--- config.mk ---
export PLATFORM = sky130hd
export DESIGN_NAME = fcc_ctrl
export DESIGN_NICKNAME = d
export VERILOG_FILES = /design/src/fcc_pkg.sv /design/src/fcc_bus_cycle.sv /design/src/fcc_ctrl.sv
export SDC_FILE = /design/constraint.sdc
export NUM_CORES = 1
export LEC_CHECK = 0
export CAP_MARGIN = 40
export CORE_MARGIN = 3
export CORE_UTILIZATION = 47
export CTS_CLUSTER_SIZE = 8
export DETAILED_ROUTE_END_ITERATION = 8
export DONT_BUFFER_PORTS = 1
export HOLD_SLACK_MARGIN = 0.05
export SETUP_SLACK_MARGIN = 0.1
export SLEW_MARGIN = 20
export SYNTH_ARGS = -nofsm -noshare
export SYNTH_HDL_FRONTEND = slang
export SYNTH_SLANG_ARGS = --single-unit
--- constraint.sdc ---
create_clock -name clk_in -period 3.7 [get_ports clk_in]
set_input_delay 0.37 -clock clk_in [delete_from_list [all_inputs] [get_ports clk_in]]
set_output_delay 0.37 -clock clk_in [all_outputs]
set_load 0.1 [all_outputs]
--- src/fcc_pkg.sv ---
// Purpose: Shared constants for the flash command controller.
// Assumes: 20 MHz clock, 16-bit flash data bus, 20-bit flash address.
// Notes:   Operation codes are written by software into the control register.
`default_nettype none
package fcc_pkg;
	// Flash bus shape
	localparam int ADDR_W = 20;
	localparam int DATA_W = 16;
	localparam int WB_AW  = 5;
	// Command data values
	localparam logic [15:0] CMD_UNLOCK1 = 16'h00aa;
	localparam logic [15:0] CMD_UNLOCK2 = 16'h0055;
	localparam logic [15:0] CMD_SETUP   = 16'h0080;
	localparam logic [15:0] CMD_CHIP    = 16'h0010;
	localparam logic [15:0] CMD_SECTOR  = 16'h0030;
	localparam logic [15:0] CMD_SUSPEND = 16'h00b0;
	localparam logic [15:0] CMD_RESUME  = 16'h0030;
	localparam logic [15:0] CMD_PROG    = 16'h00a0;
	localparam logic [15:0] CMD_IDENT   = 16'h0090;
	localparam logic [15:0] CMD_RESET   = 16'h00f0;
	// Unlock addresses
	localparam logic [ADDR_W-1:0] ADR_UNLOCK1 = 20'h00555;
	localparam logic [ADDR_W-1:0] ADR_UNLOCK2 = 20'h002aa;
	localparam logic [ADDR_W-1:0] ADR_ZERO    = 20'h00000;
	// Operation codes in the control register
	localparam logic [3:0] OP_READ    = 4'h0;
	localparam logic [3:0] OP_RESET   = 4'h1;
	localparam logic [3:0] OP_PROG    = 4'h2;
	localparam logic [3:0] OP_CHIP    = 4'h3;
	localparam logic [3:0] OP_SECT    = 4'h4;
	localparam logic [3:0] OP_ADDSECT = 4'h5;
	localparam logic [3:0] OP_SUSP    = 4'h6;
	localparam logic [3:0] OP_RESUME  = 4'h7;
	localparam logic [3:0] OP_IDENT   = 4'h8;
	// Register byte offsets
	localparam logic [WB_AW-1:0] REG_CTRL   = 5'h00;
	localparam logic [WB_AW-1:0] REG_ADDR   = 5'h04;
	localparam logic [WB_AW-1:0] REG_WDATA  = 5'h08;
	localparam logic [WB_AW-1:0] REG_STATUS = 5'h0c;
	localparam logic [WB_AW-1:0] REG_RDATA  = 5'h10;
	// Polled status bit positions
	localparam int TOGGLE_BIT  = 6;
	localparam int TIMEOUT_BIT = 5;
	// Timing
	localparam int CLK_PERIOD_NS = 50;
	localparam int CLK_MHZ       = 20;
	localparam int T_ACC_NS      = 100;
	localparam int ACC_CYC       = (T_ACC_NS + CLK_PERIOD_NS - 1) / CLK_PERIOD_NS;
	localparam int SYNC_CYC      = 2;
	localparam int T_WIN_US      = 50;
	localparam int WIN_CYC       = T_WIN_US * CLK_MHZ;
	localparam int T_SUSP_US     = 20;
	localparam int SUSP_CYC      = T_SUSP_US * CLK_MHZ;
	localparam int T_GAP_US      = 400;
	localparam int GAP_CYC       = T_GAP_US * CLK_MHZ;
endpackage
`default_nettype wire

--- src/fcc_bus_cycle.sv ---
// Purpose: One asynchronous flash read or write cycle on the pins.
// Assumes: Start only while idle; data pins sampled through two flops.
// Notes:   All pin outputs are registered, so no glitches on strobes.
`timescale 1ns/10ps
`default_nettype none
module fcc_bus_cycle (
	input  wire logic                       clk_in,
	input  wire logic                       reset_in,
	input  wire logic                       start_in,
	input  wire logic                       write_in,
	input  wire logic [fcc_pkg::ADDR_W-1:0] addr_in,
	input  wire logic [fcc_pkg::DATA_W-1:0] data_in,
	output logic                            done_out,
	output logic      [fcc_pkg::DATA_W-1:0] rdata_out,
	output logic      [fcc_pkg::ADDR_W-1:0] f_addr_out,
	input  wire logic [fcc_pkg::DATA_W-1:0] f_dq_in,
	output logic      [fcc_pkg::DATA_W-1:0] f_dq_out,
	output logic                            f_dq_oe_out,
	output logic                            f_ce_n_out,
	output logic                            f_oe_n_out,
	output logic                            f_we_n_out
);
	import fcc_pkg::*;
	typedef enum logic [1:0] {BC_IDLE, BC_SETUP, BC_STROBE, BC_HOLD} fcc_bc_e;
	fcc_bc_e             state, next_state;   // Cycle phase
	logic [3:0]          cnt, next_cnt;       // Phase length counter
	logic                wr, next_wr;         // Cycle is a write
	logic [DATA_W-1:0]   dq_s1, dq_s2;        // Data pin synchroniser
	logic [DATA_W-1:0]   next_rdata;
	logic [ADDR_W-1:0]   next_addr;
	logic [DATA_W-1:0]   next_dq;
	logic                next_oe, next_ce_n, next_oen, next_wen, next_done;

	// Two-flop synchroniser on data pins
	always_ff @(posedge clk_in) begin
		dq_s1 <= f_dq_in;
		dq_s2 <= dq_s1;
	end

	// Phase sequencing and pin values
	always_comb begin
		next_state = state;
		next_cnt   = cnt;
		next_wr    = wr;
		next_rdata = rdata_out;
		next_addr  = f_addr_out;
		next_dq    = f_dq_out;
		next_oe    = f_dq_oe_out;
		next_ce_n  = f_ce_n_out;
		next_oen   = f_oe_n_out;
		next_wen   = f_we_n_out;
		next_done  = 1'b0;
		case (state)
			BC_IDLE: begin
				if (start_in) begin
					// Address and data settle before any strobe falls
					next_wr    = write_in;
					next_addr  = addr_in;
					next_dq    = data_in;
					next_oe    = write_in;
					next_ce_n  = 1'b0;
					next_state = BC_SETUP;
				end
			end
			BC_SETUP: begin
				next_wen   = ~wr;
				next_oen   = wr;
				// Reads wait extra cycles for the synchroniser
				next_cnt   = wr ? 4'(ACC_CYC) : 4'(ACC_CYC + SYNC_CYC);
				next_state = BC_STROBE;
			end
			BC_STROBE: begin
				if (cnt > 4'h1) begin
					next_cnt = cnt - 4'h1;
				end else begin
					next_wen   = 1'b1;
					next_state = BC_HOLD;
					if (!wr) begin
						next_rdata = dq_s2;
						next_oen   = 1'b1;
					end
				end
			end
			BC_HOLD: begin
				// Strobe rose last cycle; chip select now follows
				next_ce_n  = 1'b1;
				next_oe    = 1'b0;
				next_done  = 1'b1;
				next_state = BC_IDLE;
			end
			default: next_state = BC_IDLE;
		endcase
	end

	// Phase registers
	always_ff @(posedge clk_in) begin
		if (reset_in) begin
			state       <= BC_IDLE;
			cnt         <= 4'h0;
			wr          <= 1'b0;
			rdata_out   <= 16'h0000;
			f_addr_out  <= 20'h00000;
			f_dq_out    <= 16'h0000;
			f_dq_oe_out <= 1'b0;
			f_ce_n_out  <= 1'b1;
			f_oe_n_out  <= 1'b1;
			f_we_n_out  <= 1'b1;
			done_out    <= 1'b0;
		end else begin
			state       <= next_state;
			cnt         <= next_cnt;
			wr          <= next_wr;
			rdata_out   <= next_rdata;
			f_addr_out  <= next_addr;
			f_dq_out    <= next_dq;
			f_dq_oe_out <= next_oe;
			f_ce_n_out  <= next_ce_n;
			f_oe_n_out  <= next_oen;
			f_we_n_out  <= next_wen;
			done_out    <= next_done;
		end
	end
endmodule
`default_nettype wire

--- src/fcc_ctrl.sv ---
// Purpose: Host-side controller issuing flash command sequences.
// Assumes: Software drives it over classic Wishbone; flash is asynchronous.
// Notes:   Completion found by toggle-bit polling at the operation address.
// Behaviour
// Chip erase: unlock, unlock, 80H, unlock, unlock, 10H.
// Sector erase ends with 30H at sector address.
// Device pre-programs zeros before erasing.
// Erase done when toggle bit stops changing.
// Device raises timeout flag on failed erase.
// Erase starts at final strobe rising edge.
// Device returns to array read by itself.
// Suspended sectors read back status data.
// Host writes reset after timeout or identification.
// Reset aborts erase only between sequence cycles.
// Reset aborts program only between cycles.
// Identification mode held until reset written.
// Address latched late, data early strobe edge.
// Next sector load within 50us window.
// Other commands in window abandon erase.
// Suspend only during sector erase, 20us.
// Suspended device accepts resume, program, read.
// Resume acts only after a suspend.
// At least 400us from resume to suspend.
// Program: unlock, unlock, setup, address and data.
// Device ignores commands while programming.
// Programming cannot turn 0 into 1.
// Reset command data is F0H.
// Identification reads give maker and device codes.
// Protection verify reads 01H or 00H.
// Wrong value or order returns to read.
// Ready-busy low while algorithm runs.
`timescale 1ns/10ps
`default_nettype none
module fcc_ctrl #(
	parameter int GAP_CYCLES = fcc_pkg::GAP_CYC
) (
	input  wire logic                       clk_in,
	input  wire logic                       reset_in,
	input  wire logic                       wb_cyc_in,
	input  wire logic                       wb_stb_in,
	input  wire logic                       wb_we_in,
	input  wire logic [fcc_pkg::WB_AW-1:0]  wb_adr_in,
	input  wire logic [3:0]                 wb_sel_in,
	input  wire logic [31:0]                wb_dat_in,
	output logic      [31:0]                wb_dat_out,
	output logic                            wb_ack_out,
	output logic      [fcc_pkg::ADDR_W-1:0] flash_addr_out,
	input  wire logic [fcc_pkg::DATA_W-1:0] flash_dq_in,
	output logic      [fcc_pkg::DATA_W-1:0] flash_dq_out,
	output logic                            flash_dq_oe_out,
	output logic                            flash_ce_n_out,
	output logic                            flash_oe_n_out,
	output logic                            flash_we_n_out,
	input  wire logic                       ready_busy_n_in
);
	import fcc_pkg::*;
	typedef enum logic [2:0] {ST_IDLE, ST_ISSUE, ST_WAIT_W, ST_POLL_RD,
		ST_POLL_WT, ST_READ_WT, ST_SUSP_WT} fcc_st_e;
	fcc_st_e           state, next_state;     // Sequencer state
	logic [3:0]        op, next_op;           // Operation in progress
	logic [2:0]        step, next_step;       // Write cycle index
	logic [ADDR_W-1:0] addr_r, next_addr_r;   // Operation address
	logic [DATA_W-1:0] wdata, next_wdata;     // Program data
	logic [DATA_W-1:0] rdata, next_rdata;     // Last read result
	logic [9:0]        win_cnt, next_win_cnt; // Sector load window
	logic [8:0]        susp_cnt, next_susp;   // Suspend settle time
	logic [13:0]       gap_cnt, next_gap;     // Resume to suspend gap
	logic              win_open, next_win_open;
	logic              erasing, next_erasing; // Sector erase under way
	logic              suspended, next_susp_f;
	logic              id_mode, next_id_mode;
	logic              fail, next_fail;
	logic              refused, next_refused;
	logic              p_have, next_p_have;   // First poll read taken
	logic              p_prev, next_p_prev;   // Previous toggle value
	logic              p_late, next_p_late;   // Timeout flag already seen
	logic              rb_s1, rb_s2;          // Ready-busy synchroniser
	logic              go;                    // Control register written
	logic              bus_start, bus_write, bus_done;
	logic [ADDR_W-1:0] bus_addr;
	logic [DATA_W-1:0] bus_data, bus_rdata;
	logic [ADDR_W+DATA_W-1:0] seq_word;
	logic [31:0]       wmask, status;
	logic              wb_hit;

	// Address and data of each command write
	function automatic logic [ADDR_W+DATA_W-1:0] seq_of(input logic [3:0] o,
		input logic [2:0] s, input logic [ADDR_W-1:0] a, input logic [DATA_W-1:0] d);
		logic [ADDR_W+DATA_W-1:0] r;
		r = {ADR_ZERO, CMD_RESET};
		case (o)
			OP_PROG, OP_CHIP, OP_SECT, OP_IDENT: begin
				// Unlock pair opens every long sequence
				if (s == 3'h0 || s == 3'h3) r = {ADR_UNLOCK1, CMD_UNLOCK1};
				else if (s == 3'h1 || s == 3'h4) r = {ADR_UNLOCK2, CMD_UNLOCK2};
				else if (o == OP_PROG && s == 3'h2) r = {ADR_UNLOCK1, CMD_PROG};
				else if (o == OP_IDENT) r = {ADR_UNLOCK1, CMD_IDENT};
				else if (s == 3'h2) r = {ADR_UNLOCK1, CMD_SETUP};
				else if (o == OP_CHIP) r = {ADR_UNLOCK1, CMD_CHIP};
				else r = {a, CMD_SECTOR};
				if (o == OP_PROG && s == 3'h3) r = {a, d};
			end
			OP_ADDSECT: r = {a, CMD_SECTOR};
			OP_SUSP:    r = {ADR_ZERO, CMD_SUSPEND};
			OP_RESUME:  r = {ADR_ZERO, CMD_RESUME};
			default:    r = {ADR_ZERO, CMD_RESET};
		endcase
		return r;
	endfunction

	// Number of write cycles per operation
	function automatic logic [2:0] len_of(input logic [3:0] o);
		case (o)
			OP_PROG:         return 3'h4;
			OP_CHIP, OP_SECT: return 3'h6;
			OP_IDENT:        return 3'h3;
			default:         return 3'h1;
		endcase
	endfunction

	fcc_bus_cycle u_cycle (
		.clk_in      (clk_in),
		.reset_in    (reset_in),
		.start_in    (bus_start),
		.write_in    (bus_write),
		.addr_in     (bus_addr),
		.data_in     (bus_data),
		.done_out    (bus_done),
		.rdata_out   (bus_rdata),
		.f_addr_out  (flash_addr_out),
		.f_dq_in     (flash_dq_in),
		.f_dq_out    (flash_dq_out),
		.f_dq_oe_out (flash_dq_oe_out),
		.f_ce_n_out  (flash_ce_n_out),
		.f_oe_n_out  (flash_oe_n_out),
		.f_we_n_out  (flash_we_n_out)
	);

	// Ready-busy pin is asynchronous; status use only
	always_ff @(posedge clk_in) begin
		rb_s1 <= ready_busy_n_in;
		rb_s2 <= rb_s1;
	end

	// Bus slave decode; writes land on the edge that sees ack
	assign wb_hit = wb_cyc_in && wb_stb_in && wb_ack_out;
	assign go     = wb_hit && wb_we_in && wb_adr_in == REG_CTRL && wb_sel_in[0];
	assign wmask  = {{8{wb_sel_in[3]}}, {8{wb_sel_in[2]}}, {8{wb_sel_in[1]}},
		{8{wb_sel_in[0]}}};
	assign status = {24'h000000, erasing, rb_s2, refused, fail, id_mode,
		suspended, win_open, state != ST_IDLE};
	assign seq_word = seq_of(op, step, addr_r, wdata);

	// Sequencer next state
	always_comb begin
		next_state = state;   next_op = op;         next_step = step;
		next_addr_r = addr_r; next_wdata = wdata;   next_rdata = rdata;
		next_win_cnt = win_cnt; next_susp = susp_cnt;
		next_gap = (gap_cnt != 14'h0000) ? gap_cnt - 14'h0001 : gap_cnt;
		next_win_open = win_open; next_erasing = erasing;
		next_susp_f = suspended; next_id_mode = id_mode;
		next_fail = fail;     next_refused = refused;
		next_p_have = p_have; next_p_prev = p_prev; next_p_late = p_late;
		bus_start = 1'b0;     bus_write = 1'b0;
		bus_addr = addr_r;    bus_data = wdata;
		if (wb_hit && wb_we_in && wb_adr_in == REG_ADDR)
			next_addr_r = ADDR_W'(({12'h000, addr_r} & ~wmask) | (wb_dat_in & wmask));
		if (wb_hit && wb_we_in && wb_adr_in == REG_WDATA)
			next_wdata = DATA_W'(({16'h0000, wdata} & ~wmask) | (wb_dat_in & wmask));
		// Orders outside idle are refused, bar suspend in ST_POLL_RD
		if (go && state != ST_IDLE && !(state == ST_POLL_RD && wb_dat_in[3:0] == OP_SUSP))
			next_refused = 1'b1;
		case (state)
			ST_IDLE: begin
				if (go) begin
					next_op = wb_dat_in[3:0];
					next_step = 3'h0;
					next_refused = 1'b0;
					next_fail = 1'b0;
					next_state = ST_ISSUE;
					case (wb_dat_in[3:0])
						OP_READ: if (win_open) next_refused = 1'b1;
							else next_state = ST_READ_WT;
						OP_ADDSECT: if (!win_open) next_refused = 1'b1;
						OP_SUSP: if (!win_open || gap_cnt != 14'h0000)
							next_refused = 1'b1;
						OP_RESUME: if (!suspended) next_refused = 1'b1;
						OP_CHIP, OP_SECT: if (suspended || id_mode || win_open)
							next_refused = 1'b1;
						OP_PROG: if (id_mode || win_open) next_refused = 1'b1;
						OP_RESET, OP_IDENT: if (win_open) next_refused = 1'b1;
						default: next_refused = 1'b1;
					endcase
					if (next_refused) next_state = ST_IDLE;
					if (wb_dat_in[3:0] == OP_READ && !win_open) begin
						bus_start = 1'b1;
						bus_addr = addr_r;
					end
				end else if (win_open) begin
					// Window expiry hands over to erase polling
					if (win_cnt > 10'h001) begin
						next_win_cnt = win_cnt - 10'h001;
					end else begin
						next_win_open = 1'b0;
						next_erasing = 1'b1;
						next_op = OP_SECT;
						next_p_have = 1'b0;
						next_p_late = 1'b0;
						next_state = ST_POLL_RD;
					end
				end
			end
			ST_ISSUE: begin
				bus_start = 1'b1;
				bus_write = 1'b1;
				bus_addr = seq_word[ADDR_W+DATA_W-1:DATA_W];
				bus_data = seq_word[DATA_W-1:0];
				next_state = ST_WAIT_W;
			end
			ST_WAIT_W: begin
				if (bus_done) begin
					next_state = ST_IDLE;
					next_p_have = 1'b0;
					next_p_late = 1'b0;
					if (step + 3'h1 < len_of(op)) begin
						next_step = step + 3'h1;
						next_state = ST_ISSUE;
					end else begin
						case (op)
							OP_PROG, OP_CHIP: next_state = ST_POLL_RD;
							OP_SECT, OP_ADDSECT: begin
								next_win_open = 1'b1;
								next_win_cnt = 10'(WIN_CYC);
							end
							OP_SUSP: begin
								next_win_open = 1'b0;
								next_susp = 9'(SUSP_CYC);
								next_state = ST_SUSP_WT;
							end
							OP_RESUME: begin
								next_susp_f = 1'b0;
								// Sector erase runs again, so a later suspend is legal
								next_erasing = 1'b1;
								next_gap = 14'(GAP_CYCLES);
								next_op = OP_SECT;
								next_state = ST_POLL_RD;
							end
							OP_IDENT: next_id_mode = 1'b1;
							OP_RESET: next_id_mode = 1'b0;
							default: next_state = ST_IDLE;
						endcase
					end
				end
			end
			ST_POLL_RD: begin
				if (go && wb_dat_in[3:0] == OP_SUSP && erasing && !suspended) begin
					next_refused = gap_cnt != 14'h0000;
					if (gap_cnt == 14'h0000) begin
						next_op = OP_SUSP;
						next_step = 3'h0;
						next_state = ST_ISSUE;
					end
				end else begin
					// Suspend with no running sector erase is refused
					if (go) next_refused = 1'b1;
					bus_start = 1'b1;
					next_state = ST_POLL_WT;
				end
			end
			ST_POLL_WT: begin
				if (bus_done) begin
					next_rdata = bus_rdata;
					next_state = ST_POLL_RD;
					next_p_have = 1'b1;
					next_p_prev = bus_rdata[TOGGLE_BIT];
					if (p_have && bus_rdata[TOGGLE_BIT] == p_prev) begin
						// Toggle stopped: operation finished
						next_state = ST_IDLE;
						if (op != OP_PROG) next_erasing = 1'b0;
					end else if (p_have && p_late) begin
						// Still toggling after timeout flag: reset
						next_fail = 1'b1;
						next_erasing = 1'b0;
						next_op = OP_RESET;
						next_step = 3'h0;
						next_state = ST_ISSUE;
					end else if (p_have) begin
						next_p_late = bus_rdata[TIMEOUT_BIT];
					end
				end
			end
			ST_READ_WT: begin
				if (bus_done) begin
					next_rdata = bus_rdata;
					next_state = ST_IDLE;
				end
			end
			ST_SUSP_WT: begin
				// Give the device its full suspend latency
				if (susp_cnt > 9'h001) begin
					next_susp = susp_cnt - 9'h001;
				end else begin
					next_susp_f = 1'b1;
					next_state = ST_IDLE;
				end
			end
			default: next_state = ST_IDLE;
		endcase
	end

	// Sequencer and bus slave registers
	always_ff @(posedge clk_in) begin
		if (reset_in) begin
			state <= ST_IDLE;  op <= OP_READ;  step <= 3'h0;
			addr_r <= 20'h00000; wdata <= 16'h0000; rdata <= 16'h0000;
			win_cnt <= 10'h000; susp_cnt <= 9'h000; gap_cnt <= 14'h0000;
			win_open <= 1'b0; erasing <= 1'b0; suspended <= 1'b0;
			id_mode <= 1'b0; fail <= 1'b0; refused <= 1'b0;
			p_have <= 1'b0; p_prev <= 1'b0; p_late <= 1'b0;
			wb_ack_out <= 1'b0; wb_dat_out <= 32'h00000000;
		end else begin
			state <= next_state; op <= next_op; step <= next_step;
			addr_r <= next_addr_r; wdata <= next_wdata; rdata <= next_rdata;
			win_cnt <= next_win_cnt; susp_cnt <= next_susp; gap_cnt <= next_gap;
			win_open <= next_win_open; erasing <= next_erasing;
			suspended <= next_susp_f; id_mode <= next_id_mode;
			fail <= next_fail; refused <= next_refused;
			p_have <= next_p_have; p_prev <= next_p_prev; p_late <= next_p_late;
			// Ack one cycle after request; unmapped reads give zero
			wb_ack_out <= wb_cyc_in && wb_stb_in && !wb_ack_out;
			case (wb_adr_in)
				REG_CTRL:   wb_dat_out <= {28'h0000000, op};
				REG_ADDR:   wb_dat_out <= {12'h000, addr_r};
				REG_WDATA:  wb_dat_out <= {16'h0000, wdata};
				REG_STATUS: wb_dat_out <= status;
				REG_RDATA:  wb_dat_out <= {16'h0000, rdata};
				default:    wb_dat_out <= 32'h00000000;
			endcase
		end
	end

	// Checks on the issued command stream
	chip_code_a: assert property (@(posedge clk_in) disable iff (reset_in)
		state == ST_ISSUE && op == OP_CHIP && step == 3'h5 |-> bus_data == CMD_CHIP)
		else $error("chip erase final code wrong");
	erase_setup_a: assert property (@(posedge clk_in) disable iff (reset_in)
		state == ST_ISSUE && (op == OP_CHIP || op == OP_SECT) && step == 3'h2
		|-> bus_data == CMD_SETUP && bus_addr == ADR_UNLOCK1)
		else $error("erase setup write wrong");
	sect_code_a: assert property (@(posedge clk_in) disable iff (reset_in)
		state == ST_ISSUE && op == OP_SECT && step == 3'h5
		|-> bus_data == CMD_SECTOR && bus_addr == addr_r)
		else $error("sector erase write wrong");
	unlock_first_a: assert property (@(posedge clk_in) disable iff (reset_in)
		state == ST_ISSUE && op == OP_PROG && step == 3'h0
		|-> bus_addr == ADR_UNLOCK1 ##1 state == ST_WAIT_W)
		else $error("unlock write wrong");
	prog_poll_a: assert property (@(posedge clk_in) disable iff (reset_in)
		state == ST_WAIT_W && op == OP_PROG && step == 3'h3 && bus_done
		|=> state == ST_POLL_RD ##1 state == ST_POLL_WT)
		else $error("program did not start polling");
	window_load_a: assert property (@(posedge clk_in) disable iff (reset_in)
		state == ST_ISSUE && op == OP_ADDSECT |-> win_open && win_cnt <= 10'(WIN_CYC))
		else $error("sector load outside window");
	resume_gap_a: assert property (@(posedge clk_in) disable iff (reset_in)
		state == ST_ISSUE && op == OP_SUSP |-> gap_cnt == 14'h0000)
		else $error("suspend too soon after resume");
	fail_reset_a: assert property (@(posedge clk_in) disable iff (reset_in)
		$rose(fail) |-> op == OP_RESET && state == ST_ISSUE && bus_data == CMD_RESET
		##1 state == ST_WAIT_W)
		else $error("no reset after failure");
	reset_code_a: assert property (@(posedge clk_in) disable iff (reset_in)
		state == ST_ISSUE && op == OP_RESET |-> bus_data == CMD_RESET)
		else $error("reset code wrong");
endmodule
`default_nettype wire

==> flow_metrics.tcl <==
set metrics [dict create \
    avgViaCountPerCell 5.694 \
    gp_congestion 0.9011 \
    drt_wl_total_um 26510 \
    core_mm2 0.01978 \
    ys_seq_elements 223 \
    slowest_stage "dfxtp_1" \
    dr.pass1.iters 5 \
    final-seq-area_mm2 0.004464 \
    multiInputGateArea_mm2 0.004638 \
    synth_top_area_share 0.4644 \
    dr_total_vias 8200 \
    grt-ovfl-total 0 \
    synthCells 1081 \
    synth_compound_area_frac 0.1804 \
    synth_most_common_cell "dfxtp_1" \
    drive_gt1_frac 0.1328 \
    hold_class "input pin to register" \
    die_w_um 149.0 \
    syn_to_final_growth_pct 25.45 \
    avgSynthCellArea_um2 8.893 \
    place_area_mm2 0.01084 \
    cts_root_buf "clkbuf_16" \
    globalRouteTotalUtil 0.2326 \
    finalCriticalPeriod_ns 3.071 \
    grt_max_degree 140 \
    synth-simple-area-share 0.2041 \
    leakage_nw 4.556 \
    synth.top_cells.by_count "223 x dfxtp_1, 126 x a21oi_1, 125 x nand2_1, 114 x nor2_1, 44 x mux2i_1" \
    clk_pin_slew_ns 0.05 \
    synthAdderAreaFrac 0.02473 \
    finalHoldViolCount 0 \
    avgRoutedWirePerCell_um 18.41 \
    fillCellCount 1720 \
    crit_buf_inv 0 \
    power_mw 7.910 \
    final_net_count 1257 \
    post-cts-setup-buffers 0 \
    crit_required_ns 4.16 \
    startpoint_type "register" \
    setup-tns-final_ns 0 \
    io_buffers 0 \
    rr_worst_depth 9 \
    fin_skew_ns 0.01534 \
    vdd_drop_max_v 0.0004019 \
    cp_top_family "compound AO/OA/AOI/OAI gates" \
    synth_area_leaders "dfxtp_1 46%, a21oi_1 6.6%, nand2_1 4.9%, mux2i_1 4.6%, nor2_1 4.5%" \
    die_y_um 149.0 \
    fmax_mhz 325.6 \
    maxSlewHeadroom 0.4562 \
    synth_top_family_by_area "simple AND/OR/NAND/NOR gates" \
    cts_buffer_depth 3 \
    antenna_cells 0 \
    synth_ff_type "dfxtp_1" \
    max_cap_violations 0 \
    crit_cells 9 \
    rsz0062_at_grt "no" \
    antenna_found_initial 0 \
    postRouteAntennaNets 0 \
    grt_use_met1 0.3329 \
    status "complete, no violations" \
    cts.sinks 223 \
    start_util 0.4860 \
    setup_viol 0 \
    cp_cell_sequence "or4b_1 > and2_1 > ha_1 > o21a_1 > or2_2 > a31oi_1 > a2111oi_4 > o311ai_1 > a21oi_1" \
    dieArea_mm2 0.02221 \
    numCtsBuffers 31 \
    yosysSeqAreaShare 0.4644 \
    tightest_slew_ns 0.8095 \
    grt_pass1_vias 7719 \
    power_density_mw_per_mm2 655.9 \
    drc 0 \
    timing_worst_setup_path_type "register to register" \
    grt_pass1_wl_um 42210 \
    synth-xor-area-share 0.01640 \
    end_kind "register" \
    clk_latency_ns 0.54 \
    drt-initial-drc-count 592 \
    syn_area_mm2 0.009613 \
    use_met3 0.04315 \
    drv_slew 0 \
    met2_usage 0.3643 \
    top_usage_layer "met2" \
    min_period_over_period 0.8301 \
    ioPinCount 136 \
    synth_mux_area_frac 0.05167 \
    max_stage_delay_ns 0.61 \
    hold_ws_ns 0.09595 \
    cts_tree "done" \
    whs_path_depth 2 \
    cts_max_level 1 \
    yosysWarnings 0 \
    yosysTopAreaCell "dfxtp_1" \
    postSynth.asyncResetShare 0 \
    arrival_ns 3.53 \
    crit_fanout 14 \
    final_area_mm2 0.01206 \
    num_rows 51 \
    synth-edff-count 0 \
    hpwl_um 17930 \
    synth.distinct_cells 89 \
]
cells in the final DEF (no fill, tap or decap), drive strengths merged, types with 31 or more instances in the layout:
master	n
buf	83
dlygate4sd3	39
a21oi	126
nand3	35
dfxtp	223
nand2	125
clkbuf	32
nor2	116
inv	31
mux2i	44
nor3	32
final cells by class:
type / count / share of cell area
flip-flops and latches: 223 / 0.3702
well taps: 265 / 0.02750
repair buffers: 123 / 0.1430
multi-input cells: 766 / 0.3846
clock inverters: 1 / 0.0007263
inverters: 30 / 0.009338
clock buffers: 32 / 0.06464
layer usage:
metal	wire [um]	vias up
met4	656	0
met1	12040	3828
met5	0	-
met2	11700	314
met3	2117	48
li1	-	4010
metrics by stage:
| step | worst slack, ns | utilization | instances |
|---|---|---|---|
| 5_1_grt | 0.3782 | 0.6096 | 1440 |
| 4_1_cts | 0.6755 | 0.6090 | 1439 |
| 3_5_place_dp | 0.6702 | 0.5481 | 1366 |
| 6_report | 0.6286 | 0.6096 | 1440 |
| 3_3_place_gp | 0.7240 | 0.4906 | 1305 |
| 2_1_floorplan | 0.7559 | - | 1092 |
what timing repair did:
item	4_1_cts	5_1_grt
hold endpoints to repair	156	0
gates resized for setup	0	0
hold buffers	40	0
power breakdown:
part | switching, mW | internal, mW
sequential | 0.254 | 2.65
combinational | 1.65 | 0.957
clock | 0.951 | 1.45
worst register-to-register path: cells and delay by family, from the launching register on:
| family | cells | cell delay (ns) |
|---|---|---|
| compound gates | 5 | 1.29 |
| fa+ha+maj | 1 | 0.28 |
| flops | 1 | 0.61 |
| simple gates | 3 | 0.81 |
worst paths after layout:
check	slack [ns]	end	startpoint
worst max-delay path	0.63	op[2]	op[2]
worst min-delay path	0.1	op[1]	wb_dat_in[1]
worst max register to register	0.63	op[2]	op[2]
worst min register to register	0.32	u_cycle.dq_s2[14]	u_cycle.dq_s1[14]
kinds of logic (layout without fill, tap and decap cells):
family	count (synthesis)	in the layout
AO/OA/AOI/OAI	265	265
XOR/XNOR	18	18
multiplexers	49	49
buffers and inverters	103	186
adder cells (fa/ha/maj)	19	19
AND/OR/NAND/NOR	403	403
other	1	12
flip-flops	223	223
Power figures use the tool's default switching activity.
